--- config.mk ---
export PLATFORM = sky130hd
export DESIGN_NAME = lsc_line_supervision
export DESIGN_NICKNAME = d
export VERILOG_FILES = /design/src/lsc_pkg.sv /design/src/lsc_deb_if.sv /design/src/lsc_debounce.sv /design/src/lsc_line_supervision.sv
export SDC_FILE = /design/constraint.sdc
export NUM_CORES = 1
export LEC_CHECK = 0
export ABC_CLOCK_PERIOD_IN_PS = 1600
export CORE_UTILIZATION = 35
export CTS_BUF_LIST = sky130_fd_sc_hd__clkbuf_8
export CTS_CLUSTER_SIZE = 28
export DETAILED_ROUTE_END_ITERATION = 12
export DONT_BUFFER_PORTS = 1
export HOLD_SLACK_MARGIN = 0.08
export PLACE_DENSITY = 0.59
export SETUP_SLACK_MARGIN = 0.5
export SYNTH_ARGS = -nofsm -noshare
export SYNTH_HDL_FRONTEND = slang
export SYNTH_SLANG_ARGS = --single-unit
export TNS_END_PERCENT = 100
--- constraint.sdc ---
create_clock -name clk -period 1.6 [get_ports clk]
set_input_delay 0.08 -clock clk [delete_from_list [all_inputs] [get_ports clk]]
set_output_delay 0.08 -clock clk [all_outputs]
set_load 0.02 [all_outputs]
--- src/lsc_pkg.sv ---
// constants shared by the line supervision control block
package lsc_pkg;

    // register offsets, as seen on the plain register port
    localparam logic [7:0] LINEFEED_ADDR     = 8'h40;
    localparam logic [7:0] AUTO_MAN_ADDR     = 8'h43;
    localparam logic [7:0] DET_STATUS_ADDR   = 8'h44;
    localparam logic [7:0] LC_DEBOUNCE_ADDR  = 8'h45;
    localparam logic [7:0] RT_DEBOUNCE_ADDR  = 8'h46;
    localparam logic [7:0] LOOP_CUR_ADDR     = 8'h47;
    localparam logic [7:0] ONHOOK_VOLT_ADDR  = 8'h48;
    localparam logic [7:0] COMMON_VOLT_ADDR  = 8'h49;
    localparam logic [7:0] IRQ_STATUS_ADDR   = 8'h50;
    localparam logic [7:0] IRQ_MASK_ADDR     = 8'h51;

    // field positions of the automatic/manual control register
    localparam int CM_MANUAL_BIT   = 6;
    localparam int DIF_MANUAL_BIT  = 5;
    localparam int SPEEDUP_BIT     = 4;
    localparam int AUTO_RT_BIT     = 2;
    localparam int AUTO_LC_BIT     = 1;
    localparam int AUTO_PA_BIT     = 0;

    // field positions of the detect status register
    localparam int RAW_DET_BIT     = 2;
    localparam int RT_FLAG_BIT     = 1;
    localparam int LC_FLAG_BIT     = 0;

    // event bits of the interrupt status and mask registers
    localparam int EV_RT_BIT       = 2;
    localparam int EV_LC_BIT       = 1;
    localparam int EV_PA_BIT       = 0;

    // linefeed register layout: actual state high, requested state low
    localparam int ACT_STATE_LSB   = 4;

    // values after reset
    localparam logic [7:0] AUTO_MAN_RST    = 8'h00;
    localparam logic [6:0] LC_DEBOUNCE_RST = 7'h0A;
    localparam logic [6:0] RT_DEBOUNCE_RST = 7'h0A;
    localparam logic [2:0] LOOP_CUR_RST    = 3'h0;
    localparam logic [5:0] ONHOOK_VOLT_RST = 6'h20;
    localparam logic [5:0] COMMON_VOLT_RST = 6'h02;
    localparam logic [2:0] IRQ_MASK_RST    = 3'h0;

    // debounce step of 1.25 ms at a 20 ns clock
    localparam int CLK_PERIOD_NS   = 20;
    localparam int DEB_STEP_NS     = 1250000;
    localparam int DEB_TICK_CYCLES = DEB_STEP_NS / CLK_PERIOD_NS;

    // loop current: base and step in mA
    localparam logic [5:0] CUR_BASE_MA  = 6'h14;
    localparam logic [5:0] CUR_STEP_MA  = 6'h03;

    // linefeed state codes
    typedef enum logic [2:0] {
        LSC_OPEN         = 3'h0,
        LSC_FWD_ACTIVE   = 3'h1,
        LSC_FWD_ONHOOK   = 3'h2,
        LSC_TIP_OPEN     = 3'h3,
        LSC_RINGING      = 3'h4,
        LSC_REV_ACTIVE   = 3'h5,
        LSC_REV_ONHOOK   = 3'h6,
        LSC_RING_OPEN    = 3'h7
    } lsc_line_state_type;

endpackage

--- src/lsc_deb_if.sv ---
// interface between the supervision top and one detector debounce filter
`timescale 1ns/1ps
interface lsc_deb_if;
    logic       tick;
    logic [6:0] interval;
    logic       raw;
    logic       filt;

    modport ctrl   (output tick, output interval, output raw, input filt);
    modport filter (input tick, input interval, input raw, output filt);
endinterface

--- src/lsc_debounce.sv ---
// steady-state debounce filter for one detector output
`timescale 1ns/1ps
module lsc_debounce (
    input wire logic clk,
    input wire logic rst,
    lsc_deb_if.filter deb
);

    logic [6:0] cnt_q;
    logic [6:0] cnt_d;
    logic       prev_q;
    logic       filt_q;
    logic       filt_d;

    // count whole steps of steady input; restart on any change
    always_comb begin
        cnt_d  = cnt_q;
        filt_d = filt_q;
        if (deb.raw != prev_q) begin
            cnt_d = 7'h00;
        end else begin
            if (deb.tick && cnt_q != 7'h7F) begin
                cnt_d = cnt_q + 7'h01; // saturate so long intervals still settle
            end
            if (deb.raw != filt_q && cnt_q >= deb.interval) begin
                filt_d = deb.raw;
            end
        end
    end

    always_ff @(posedge clk) begin
        if (rst) begin
            cnt_q  <= 7'h00;
            prev_q <= 1'b0;
            filt_q <= 1'b0;
        end else begin
            cnt_q  <= cnt_d;
            prev_q <= deb.raw;
            filt_q <= filt_d;
        end
    end

    assign deb.filt = filt_q;

endmodule

--- src/lsc_line_supervision.sv ---
// line supervision control: auto/manual control, detect debounce and status
`timescale 1ns/1ps
module lsc_line_supervision #(
    parameter int TICK_CYCLES = lsc_pkg::DEB_TICK_CYCLES
) (
    input  wire logic       clk,
    input  wire logic       rst,
    input  wire logic [7:0] addr,
    input  wire logic [7:0] wdata,
    input  wire logic       wr,
    input  wire logic       rd,
    output logic      [7:0] rdata,
    input  wire logic       ring_trip_det,
    input  wire logic       loop_close_det,
    input  wire logic       power_alarm,
    output logic      [2:0] actual_line_state,
    output logic            tip_force_en,
    output logic            ring_force_en,
    output logic      [5:0] common_mode_voltage_setting,
    output logic            diff_force_en,
    output logic      [5:0] onhook_voltage_setting,
    output logic            speedup_en,
    output logic      [2:0] loop_current_setting,
    output logic      [5:0] loop_current_ma,
    output logic            irq
);

    localparam int TICK_W = $clog2(TICK_CYCLES + 1);

    // two-flop synchronisers for the detector and alarm pins
    logic [2:0] sync1_q;
    logic [2:0] sync2_q;

    always_ff @(posedge clk) begin
        if (rst) begin
            sync1_q <= 3'h0;
            sync2_q <= 3'h0;
        end else begin
            sync1_q <= {ring_trip_det, loop_close_det, power_alarm};
            sync2_q <= sync1_q;
        end
    end

    logic rt_raw;
    logic lc_raw;
    logic pa_raw;
    assign rt_raw = sync2_q[2];
    assign lc_raw = sync2_q[1];
    assign pa_raw = sync2_q[0];

    // 1.25 ms step enable shared by both debounce filters
    logic [TICK_W-1:0] div_q;
    logic [TICK_W-1:0] div_d;
    logic              tick_q;
    logic              tick_d;

    always_comb begin
        tick_d = 1'b0;
        div_d  = div_q + TICK_W'(1);
        if (div_q == TICK_W'(TICK_CYCLES - 1)) begin
            div_d  = '0;
            tick_d = 1'b1;
        end
    end

    always_ff @(posedge clk) begin
        if (rst) begin
            div_q  <= '0;
            tick_q <= 1'b0;
        end else begin
            div_q  <= div_d;
            tick_q <= tick_d;
        end
    end

    // software-written configuration
    logic [7:0] auto_man_q;
    logic [7:0] auto_man_d;
    logic [6:0] lc_deb_q;
    logic [6:0] lc_deb_d;
    logic [6:0] rt_deb_q;
    logic [6:0] rt_deb_d;
    logic [2:0] cur_lim_q;
    logic [2:0] cur_lim_d;
    logic [5:0] onhook_v_q;
    logic [5:0] onhook_v_d;
    logic [5:0] cm_v_q;
    logic [5:0] cm_v_d;
    logic [2:0] req_state_q;
    logic [2:0] req_state_d;
    logic [2:0] irq_mask_q;
    logic [2:0] irq_mask_d;

    // debounce filters for ring trip and loop closure
    lsc_deb_if rt_if ();
    lsc_deb_if lc_if ();

    assign rt_if.tick     = tick_q;
    assign rt_if.interval = rt_deb_q;
    assign rt_if.raw      = rt_raw;
    assign lc_if.tick     = tick_q;
    assign lc_if.interval = lc_deb_q;
    assign lc_if.raw      = lc_raw;

    lsc_debounce u_rt_deb (
        .clk (clk),
        .rst (rst),
        .deb (rt_if.filter)
    );

    lsc_debounce u_lc_deb (
        .clk (clk),
        .rst (rst),
        .deb (lc_if.filter)
    );

    logic rt_flag;
    logic lc_flag;
    assign rt_flag = rt_if.filt;
    assign lc_flag = lc_if.filt;

    // edge detection of filtered flags and synchronised alarm
    logic rt_prev_q;
    logic lc_prev_q;
    logic pa_prev_q;

    always_ff @(posedge clk) begin
        if (rst) begin
            rt_prev_q <= 1'b0;
            lc_prev_q <= 1'b0;
            pa_prev_q <= 1'b0;
        end else begin
            rt_prev_q <= rt_flag;
            lc_prev_q <= lc_flag;
            pa_prev_q <= pa_raw;
        end
    end

    logic rt_rise;
    logic lc_rise;
    logic pa_rise;
    assign rt_rise = rt_flag & ~rt_prev_q;
    assign lc_rise = lc_flag & ~lc_prev_q;
    assign pa_rise = pa_raw & ~pa_prev_q;

    // register write decode and actual line state
    logic wr_feed;
    assign wr_feed = wr && addr == lsc_pkg::LINEFEED_ADDR;

    logic [2:0] act_state_q;
    logic [2:0] act_state_d;

    always_comb begin
        auto_man_d  = auto_man_q;
        lc_deb_d    = lc_deb_q;
        rt_deb_d    = rt_deb_q;
        cur_lim_d   = cur_lim_q;
        onhook_v_d  = onhook_v_q;
        cm_v_d      = cm_v_q;
        req_state_d = req_state_q;
        irq_mask_d  = irq_mask_q;
        if (wr) begin
            if (addr == lsc_pkg::LINEFEED_ADDR) begin
                req_state_d = wdata[2:0];
            end else if (addr == lsc_pkg::AUTO_MAN_ADDR) begin
                auto_man_d = wdata & 8'h77; // bits 7 and 3 stay zero
            end else if (addr == lsc_pkg::LC_DEBOUNCE_ADDR) begin
                lc_deb_d = wdata[6:0];
            end else if (addr == lsc_pkg::RT_DEBOUNCE_ADDR) begin
                rt_deb_d = wdata[6:0];
            end else if (addr == lsc_pkg::LOOP_CUR_ADDR) begin
                cur_lim_d = wdata[2:0];
            end else if (addr == lsc_pkg::ONHOOK_VOLT_ADDR) begin
                onhook_v_d = wdata[5:0];
            end else if (addr == lsc_pkg::COMMON_VOLT_ADDR) begin
                cm_v_d = wdata[5:0];
            end else if (addr == lsc_pkg::IRQ_MASK_ADDR) begin
                irq_mask_d = wdata[2:0];
            end
        end
    end

    // automatic transitions override the requested state; power alarm wins
    always_comb begin
        act_state_d = act_state_q;
        if (wr_feed) begin
            act_state_d = wdata[2:0];
        end
        if (rt_rise && auto_man_q[lsc_pkg::AUTO_RT_BIT]) begin
            act_state_d = lsc_pkg::LSC_FWD_ACTIVE;
        end
        if (lc_rise && auto_man_q[lsc_pkg::AUTO_LC_BIT]) begin
            act_state_d = lsc_pkg::LSC_FWD_ACTIVE;
        end
        if (pa_rise && auto_man_q[lsc_pkg::AUTO_PA_BIT]) begin
            act_state_d = lsc_pkg::LSC_OPEN;
        end
    end

    always_ff @(posedge clk) begin
        if (rst) begin
            auto_man_q  <= lsc_pkg::AUTO_MAN_RST;
            lc_deb_q    <= lsc_pkg::LC_DEBOUNCE_RST;
            rt_deb_q    <= lsc_pkg::RT_DEBOUNCE_RST;
            cur_lim_q   <= lsc_pkg::LOOP_CUR_RST;
            onhook_v_q  <= lsc_pkg::ONHOOK_VOLT_RST;
            cm_v_q      <= lsc_pkg::COMMON_VOLT_RST;
            req_state_q <= lsc_pkg::LSC_OPEN;
            irq_mask_q  <= lsc_pkg::IRQ_MASK_RST;
            act_state_q <= lsc_pkg::LSC_OPEN;
        end else begin
            auto_man_q  <= auto_man_d;
            lc_deb_q    <= lc_deb_d;
            rt_deb_q    <= rt_deb_d;
            cur_lim_q   <= cur_lim_d;
            onhook_v_q  <= onhook_v_d;
            cm_v_q      <= cm_v_d;
            req_state_q <= req_state_d;
            irq_mask_q  <= irq_mask_d;
            act_state_q <= act_state_d;
        end
    end

    // sticky event bits, write one to clear; a new event beats the clear
    logic [2:0] irq_stat_q;
    logic [2:0] irq_stat_d;
    logic [2:0] events;
    assign events = {rt_rise, lc_rise, pa_rise};

    always_comb begin
        irq_stat_d = irq_stat_q;
        if (wr && addr == lsc_pkg::IRQ_STATUS_ADDR) begin
            irq_stat_d = irq_stat_q & ~wdata[2:0];
        end
        irq_stat_d = irq_stat_d | events;
    end

    always_ff @(posedge clk) begin
        if (rst) begin
            irq_stat_q <= 3'h0;
        end else begin
            irq_stat_q <= irq_stat_d;
        end
    end

    // status register: raw bit is active low, high when nothing detected
    logic [7:0] det_status;
    always_comb begin
        det_status = 8'h00;
        det_status[lsc_pkg::RAW_DET_BIT] = ~(rt_raw | lc_raw);
        det_status[lsc_pkg::RT_FLAG_BIT] = rt_flag;
        det_status[lsc_pkg::LC_FLAG_BIT] = lc_flag;
    end

    // read mux; unmapped addresses read zero
    logic [7:0] rdata_q;
    logic [7:0] rdata_d;

    always_comb begin
        rdata_d = 8'h00;
        if (addr == lsc_pkg::LINEFEED_ADDR) begin
            rdata_d = {1'b0, act_state_q, 1'b0, req_state_q};
        end else if (addr == lsc_pkg::AUTO_MAN_ADDR) begin
            rdata_d = auto_man_q;
        end else if (addr == lsc_pkg::DET_STATUS_ADDR) begin
            rdata_d = det_status;
        end else if (addr == lsc_pkg::LC_DEBOUNCE_ADDR) begin
            rdata_d = {1'b0, lc_deb_q};
        end else if (addr == lsc_pkg::RT_DEBOUNCE_ADDR) begin
            rdata_d = {1'b0, rt_deb_q};
        end else if (addr == lsc_pkg::LOOP_CUR_ADDR) begin
            rdata_d = {5'h00, cur_lim_q};
        end else if (addr == lsc_pkg::ONHOOK_VOLT_ADDR) begin
            rdata_d = {2'h0, onhook_v_q};
        end else if (addr == lsc_pkg::COMMON_VOLT_ADDR) begin
            rdata_d = {2'h0, cm_v_q};
        end else if (addr == lsc_pkg::IRQ_STATUS_ADDR) begin
            rdata_d = {5'h00, irq_stat_q};
        end else if (addr == lsc_pkg::IRQ_MASK_ADDR) begin
            rdata_d = {5'h00, irq_mask_q};
        end
        if (!rd) begin
            rdata_d = 8'h00; // data only stands in the cycle after a read
        end
    end

    always_ff @(posedge clk) begin
        if (rst) begin
            rdata_q <= 8'h00;
        end else begin
            rdata_q <= rdata_d;
        end
    end

    // feed control outputs; forward states drive TIP, reverse drive RING
    logic fwd_state;
    logic rev_state;
    assign fwd_state = act_state_q == lsc_pkg::LSC_FWD_ACTIVE
                    || act_state_q == lsc_pkg::LSC_FWD_ONHOOK;
    assign rev_state = act_state_q == lsc_pkg::LSC_REV_ACTIVE
                    || act_state_q == lsc_pkg::LSC_REV_ONHOOK;

    assign tip_force_en  = auto_man_q[lsc_pkg::CM_MANUAL_BIT] & fwd_state;
    assign ring_force_en = auto_man_q[lsc_pkg::CM_MANUAL_BIT] & rev_state;
    assign common_mode_voltage_setting = cm_v_q;
    assign diff_force_en = auto_man_q[lsc_pkg::DIF_MANUAL_BIT];
    assign onhook_voltage_setting = onhook_v_q;
    assign speedup_en = auto_man_q[lsc_pkg::SPEEDUP_BIT];
    assign loop_current_setting = cur_lim_q;
    // 20 mA plus 3 mA per code, at most 41 mA so six bits suffice
    assign loop_current_ma = lsc_pkg::CUR_BASE_MA
                           + 6'(cur_lim_q * lsc_pkg::CUR_STEP_MA);
    assign actual_line_state = act_state_q;
    assign rdata = rdata_q;
    assign irq = |(irq_stat_q & irq_mask_q);

endmodule

==> run summary <==
Pre-CTS WS = 7.74 ps
CP Capture Type = primary output
DR vias/cell = 5.25
CP most frequent cell = ha_4
Die Width = 119 µm
Psw = 1.12 mW
Post-route DRC = 0
Vias in the first global route = 4105
Worst Tran Pin Value = 680 ps
Clock buffer count from CTS = 9
ANT nets after route = 0
Sequential share of the synthesized area = 0.412
Initial antenna violation count = 0
Drt total wl = 13500 µm
Failing checks = hold timing, setup timing
Total Routing Usage GR = 0.192
Status = finished, violations left
Root Buffer = clkbuf_8
Congestion Overflow GR = 0
Top cell type's share of synthesized area = 0.412
Area contributors post-synth = dfxtp_1 41%, mux2i_1 6.7%, nor2_1 6.4%
Core area = 13200 µm²
Placed Area = 5150 µm²
Area grow syn2layout = 40.7%
Ys flop type = dfxtp_1
Clk_lat worst skew = 380 ps
Worst path max stage delay = 380 ps
Crit Path Max Fanout = 3
Pins over their slew limit = 0
Post-Syn Instances = 543
Yosys warnings = 0
Commonest non-fill, non-tap cell in the layout = dfxtp_1
Worst Hold Class = input port to flip-flop
Worst vdd ir = 0.000424 V
Power per cell area = 694 nW/µm²
Post-synth top area cell = dfxtp_1
Die Footprint = 14100 µm²
Seq cells post-synth = 98
Final hold slack = -54.7 ps
Crit path cell chain = inv_4 -> ha_4 -> inv_2 -> ha_4 -> ha_4 -> a21o_4 -> inv_4
MaxCap Viol Count = 0
Fillers = 1211
Post-synthesis async set-or-reset flop share = 0
Clock Pin Slew Worst Setup and Hold Paths = 100 ps
H-Tree Depth = 3
RSZ-0062 raised after global routing = yes
Clk buf depth = 2
Combinational share of power = 0.070
Minimum clock period = 1760 ps
LEAKAGE = 2.61 nW
PortBufs = 0
Yosys cell types = 60
Routed vias = 4193
Die height = 119 µm
N_diodes = 0
Final Setup Violations = 4
CP Class = flip-flop to primary output
Layout cells sized above 1 = 0.376
Max Freq = 568 MHz
Util after Layout = 0.506
Int Power = 3.53 mW
Post-route design area = 6700 µm²
Drt first-iter violations = 242
Final Net Count = 664
Post-synth EDFFs = 0
IO Pins = 60
Largest net degree at the start of global routing = 47
Initial core utilization = 0.360
Row count = 42
Sequential share of power = 0.527
Syn nets = 589
Sw frac = 0.240
Router iterations before antenna repair = 6
Worst path arrival time = 1680 ps
Power share of the clock group = 0.403
Final Skew = 10.1 ps
Startpoint types = flip-flop
First-pass GRT wire length = 21100 µm
Slowest cell on crit path = dfxtp_4
Final setup margin = -161 ps
Synth Area per Inst = 8.77 µm²
Crit path required time = 1520 ps
Worst rel slew slack = 0.546
Sink Count = 98
Tcrit/Tclk final = 1.10
RePlAce Congestion = 0.904
HPWL Detailed = 8500 µm
CTS tree = done
Final hold vios = 1
Mapped Area = 4760 µm²
Post-DR wirelength/cell = 16.9 µm
Most frequent cells in the layout = 64 x dfxtp_1, 61 x nor2_1, 49 x nand2_1
-- per-layer routing --
| metal | routed length, µm | GRT usage | vias to the layer above |
|---|---|---|---|
| li1 | - | - | 2020 |
| met5 | 0 | 0 | - |
| met4 | 318 | 0.0712 | 0 |
| met2 | 6840 | 0.338 | 121 |
| met1 | 5650 | 0.223 | 2027 |
| met3 | 697 | 0.0487 | 25 |
-- worst max-delay path, delay by kind of cell, from the launching register on --
kind / cells / cell delay [ps]
adders and majority gates: 3 / 550
DFF: 1 / 380
AOI/OAI and AO/OA: 1 / 210
buffers and inverters: 3 / 160
-- power groups by stage --
stage | clock network, mW | registers [mW] | logic [mW]
floorplan | 0 | 2.52 | 0.180
CTS | 1.93 | 2.46 | 0.291
finish | 1.87 | 2.45 | 0.327
global route | 2.02 | 2.45 | 0.345
global placement | 0 | 2.53 | 0.152
detailed placement | 0 | 2.53 | 0.156
-- cell type report --
cell class              count  area [µm²]  area share
inverters                  25         104      0.0155
clock inverters             5        86.3      0.0129
well taps                 176         220      0.0329
flip-flops and latches     98        2050       0.306
clock buffers              11         151      0.0226
multi-input cells         399        3310       0.494
repair buffers             85         781       0.117
-- final timing paths --
path	startpoint	cells past startpoint	endpoint	slack, ps
setup / recovery	loop_current_setting[1]	7	loop_current_ma[4]	-160
setup reg to reg	u_rt_deb.cnt_q[0]	8	u_rt_deb.deb.filt	40
hold reg to reg	div_q[0]	1	div_q[0]	440
hold / removal	addr[4]	3	rdata[6]	-50
-- Yosys cell counts, drive strengths merged, types with 2 or more instances --
| library cell | count |
|---|---|
| a32o | 2 |
| dfxtp | 98 |
| o211ai | 4 |
| a21o | 5 |
| o311a | 2 |
| a21oi | 33 |
| a21boi | 5 |
| and3 | 8 |
| ha | 22 |
| inv | 25 |
| nand4 | 10 |
| nand3 | 21 |
| a221oi | 3 |
| mux2i | 32 |
| a32oi | 2 |
| a221o | 2 |
| nor3 | 6 |
| xnor2 | 8 |
| buf | 11 |
| o21ai | 12 |
| nand2b | 5 |
| a22oi | 3 |
| nand2 | 58 |
| a31oi | 5 |
| clkbuf | 11 |
| xor2 | 17 |
| nor2b | 20 |
| o32ai | 2 |
| nor4 | 5 |
| nor2 | 85 |
| a211oi | 3 |
| and2 | 4 |
-- state kept, by name, indices dropped and copies added (netlist names), 3 cells and up --
signal / count
req_state_q: 3
loop_current_setting: 3
div_q: 16
u_rt_deb.cnt_q: 7
lc_deb_q: 7
u_lc_deb.cnt_q: 7
irq_mask_q: 3
common_mode_voltage_setting: 6
rt_deb_q: 7
onhook_voltage_setting: 6
sync2_q: 3
actual_line_state: 3
rdata: 7
sync1_q: 3
auto_man_q: 6
irq_stat_q: 3
-- timing repair --
item,CTS,global route
hold buffers,21,1
setup endpoints to repair,56,84
gates resized for setup,102,91
setup buffers,23,17
endpoints found under the hold margin,68,45
gates cloned,1,0
pin swaps,40,41
-- metrics by stage --
| stage | std cells | TNS [ps] | total power [mW] |
|---|---|---|---|
| after floorplan | 543 | 0 | 2.70 |
| after global placement | 721 | 0 | 2.68 |
| after detailed placement | 721 | 0 | 2.68 |
| after CTS | 782 | -615 | 4.68 |
| after global routing | 799 | -681 | 4.82 |
| final | 799 | -363 | 4.65 |
-- kinds of logic after synthesis --
kind of cell / share of synthesized area
xor+xnor: 0.0460
buf+inv: 0.0484
simple gates: 0.241
mux: 0.0673
fa+ha+maj: 0.0620
other cells: 0.000788
flops: 0.412
compound gates: 0.122
No activity file was read; power rests on OpenSTA's default activity.
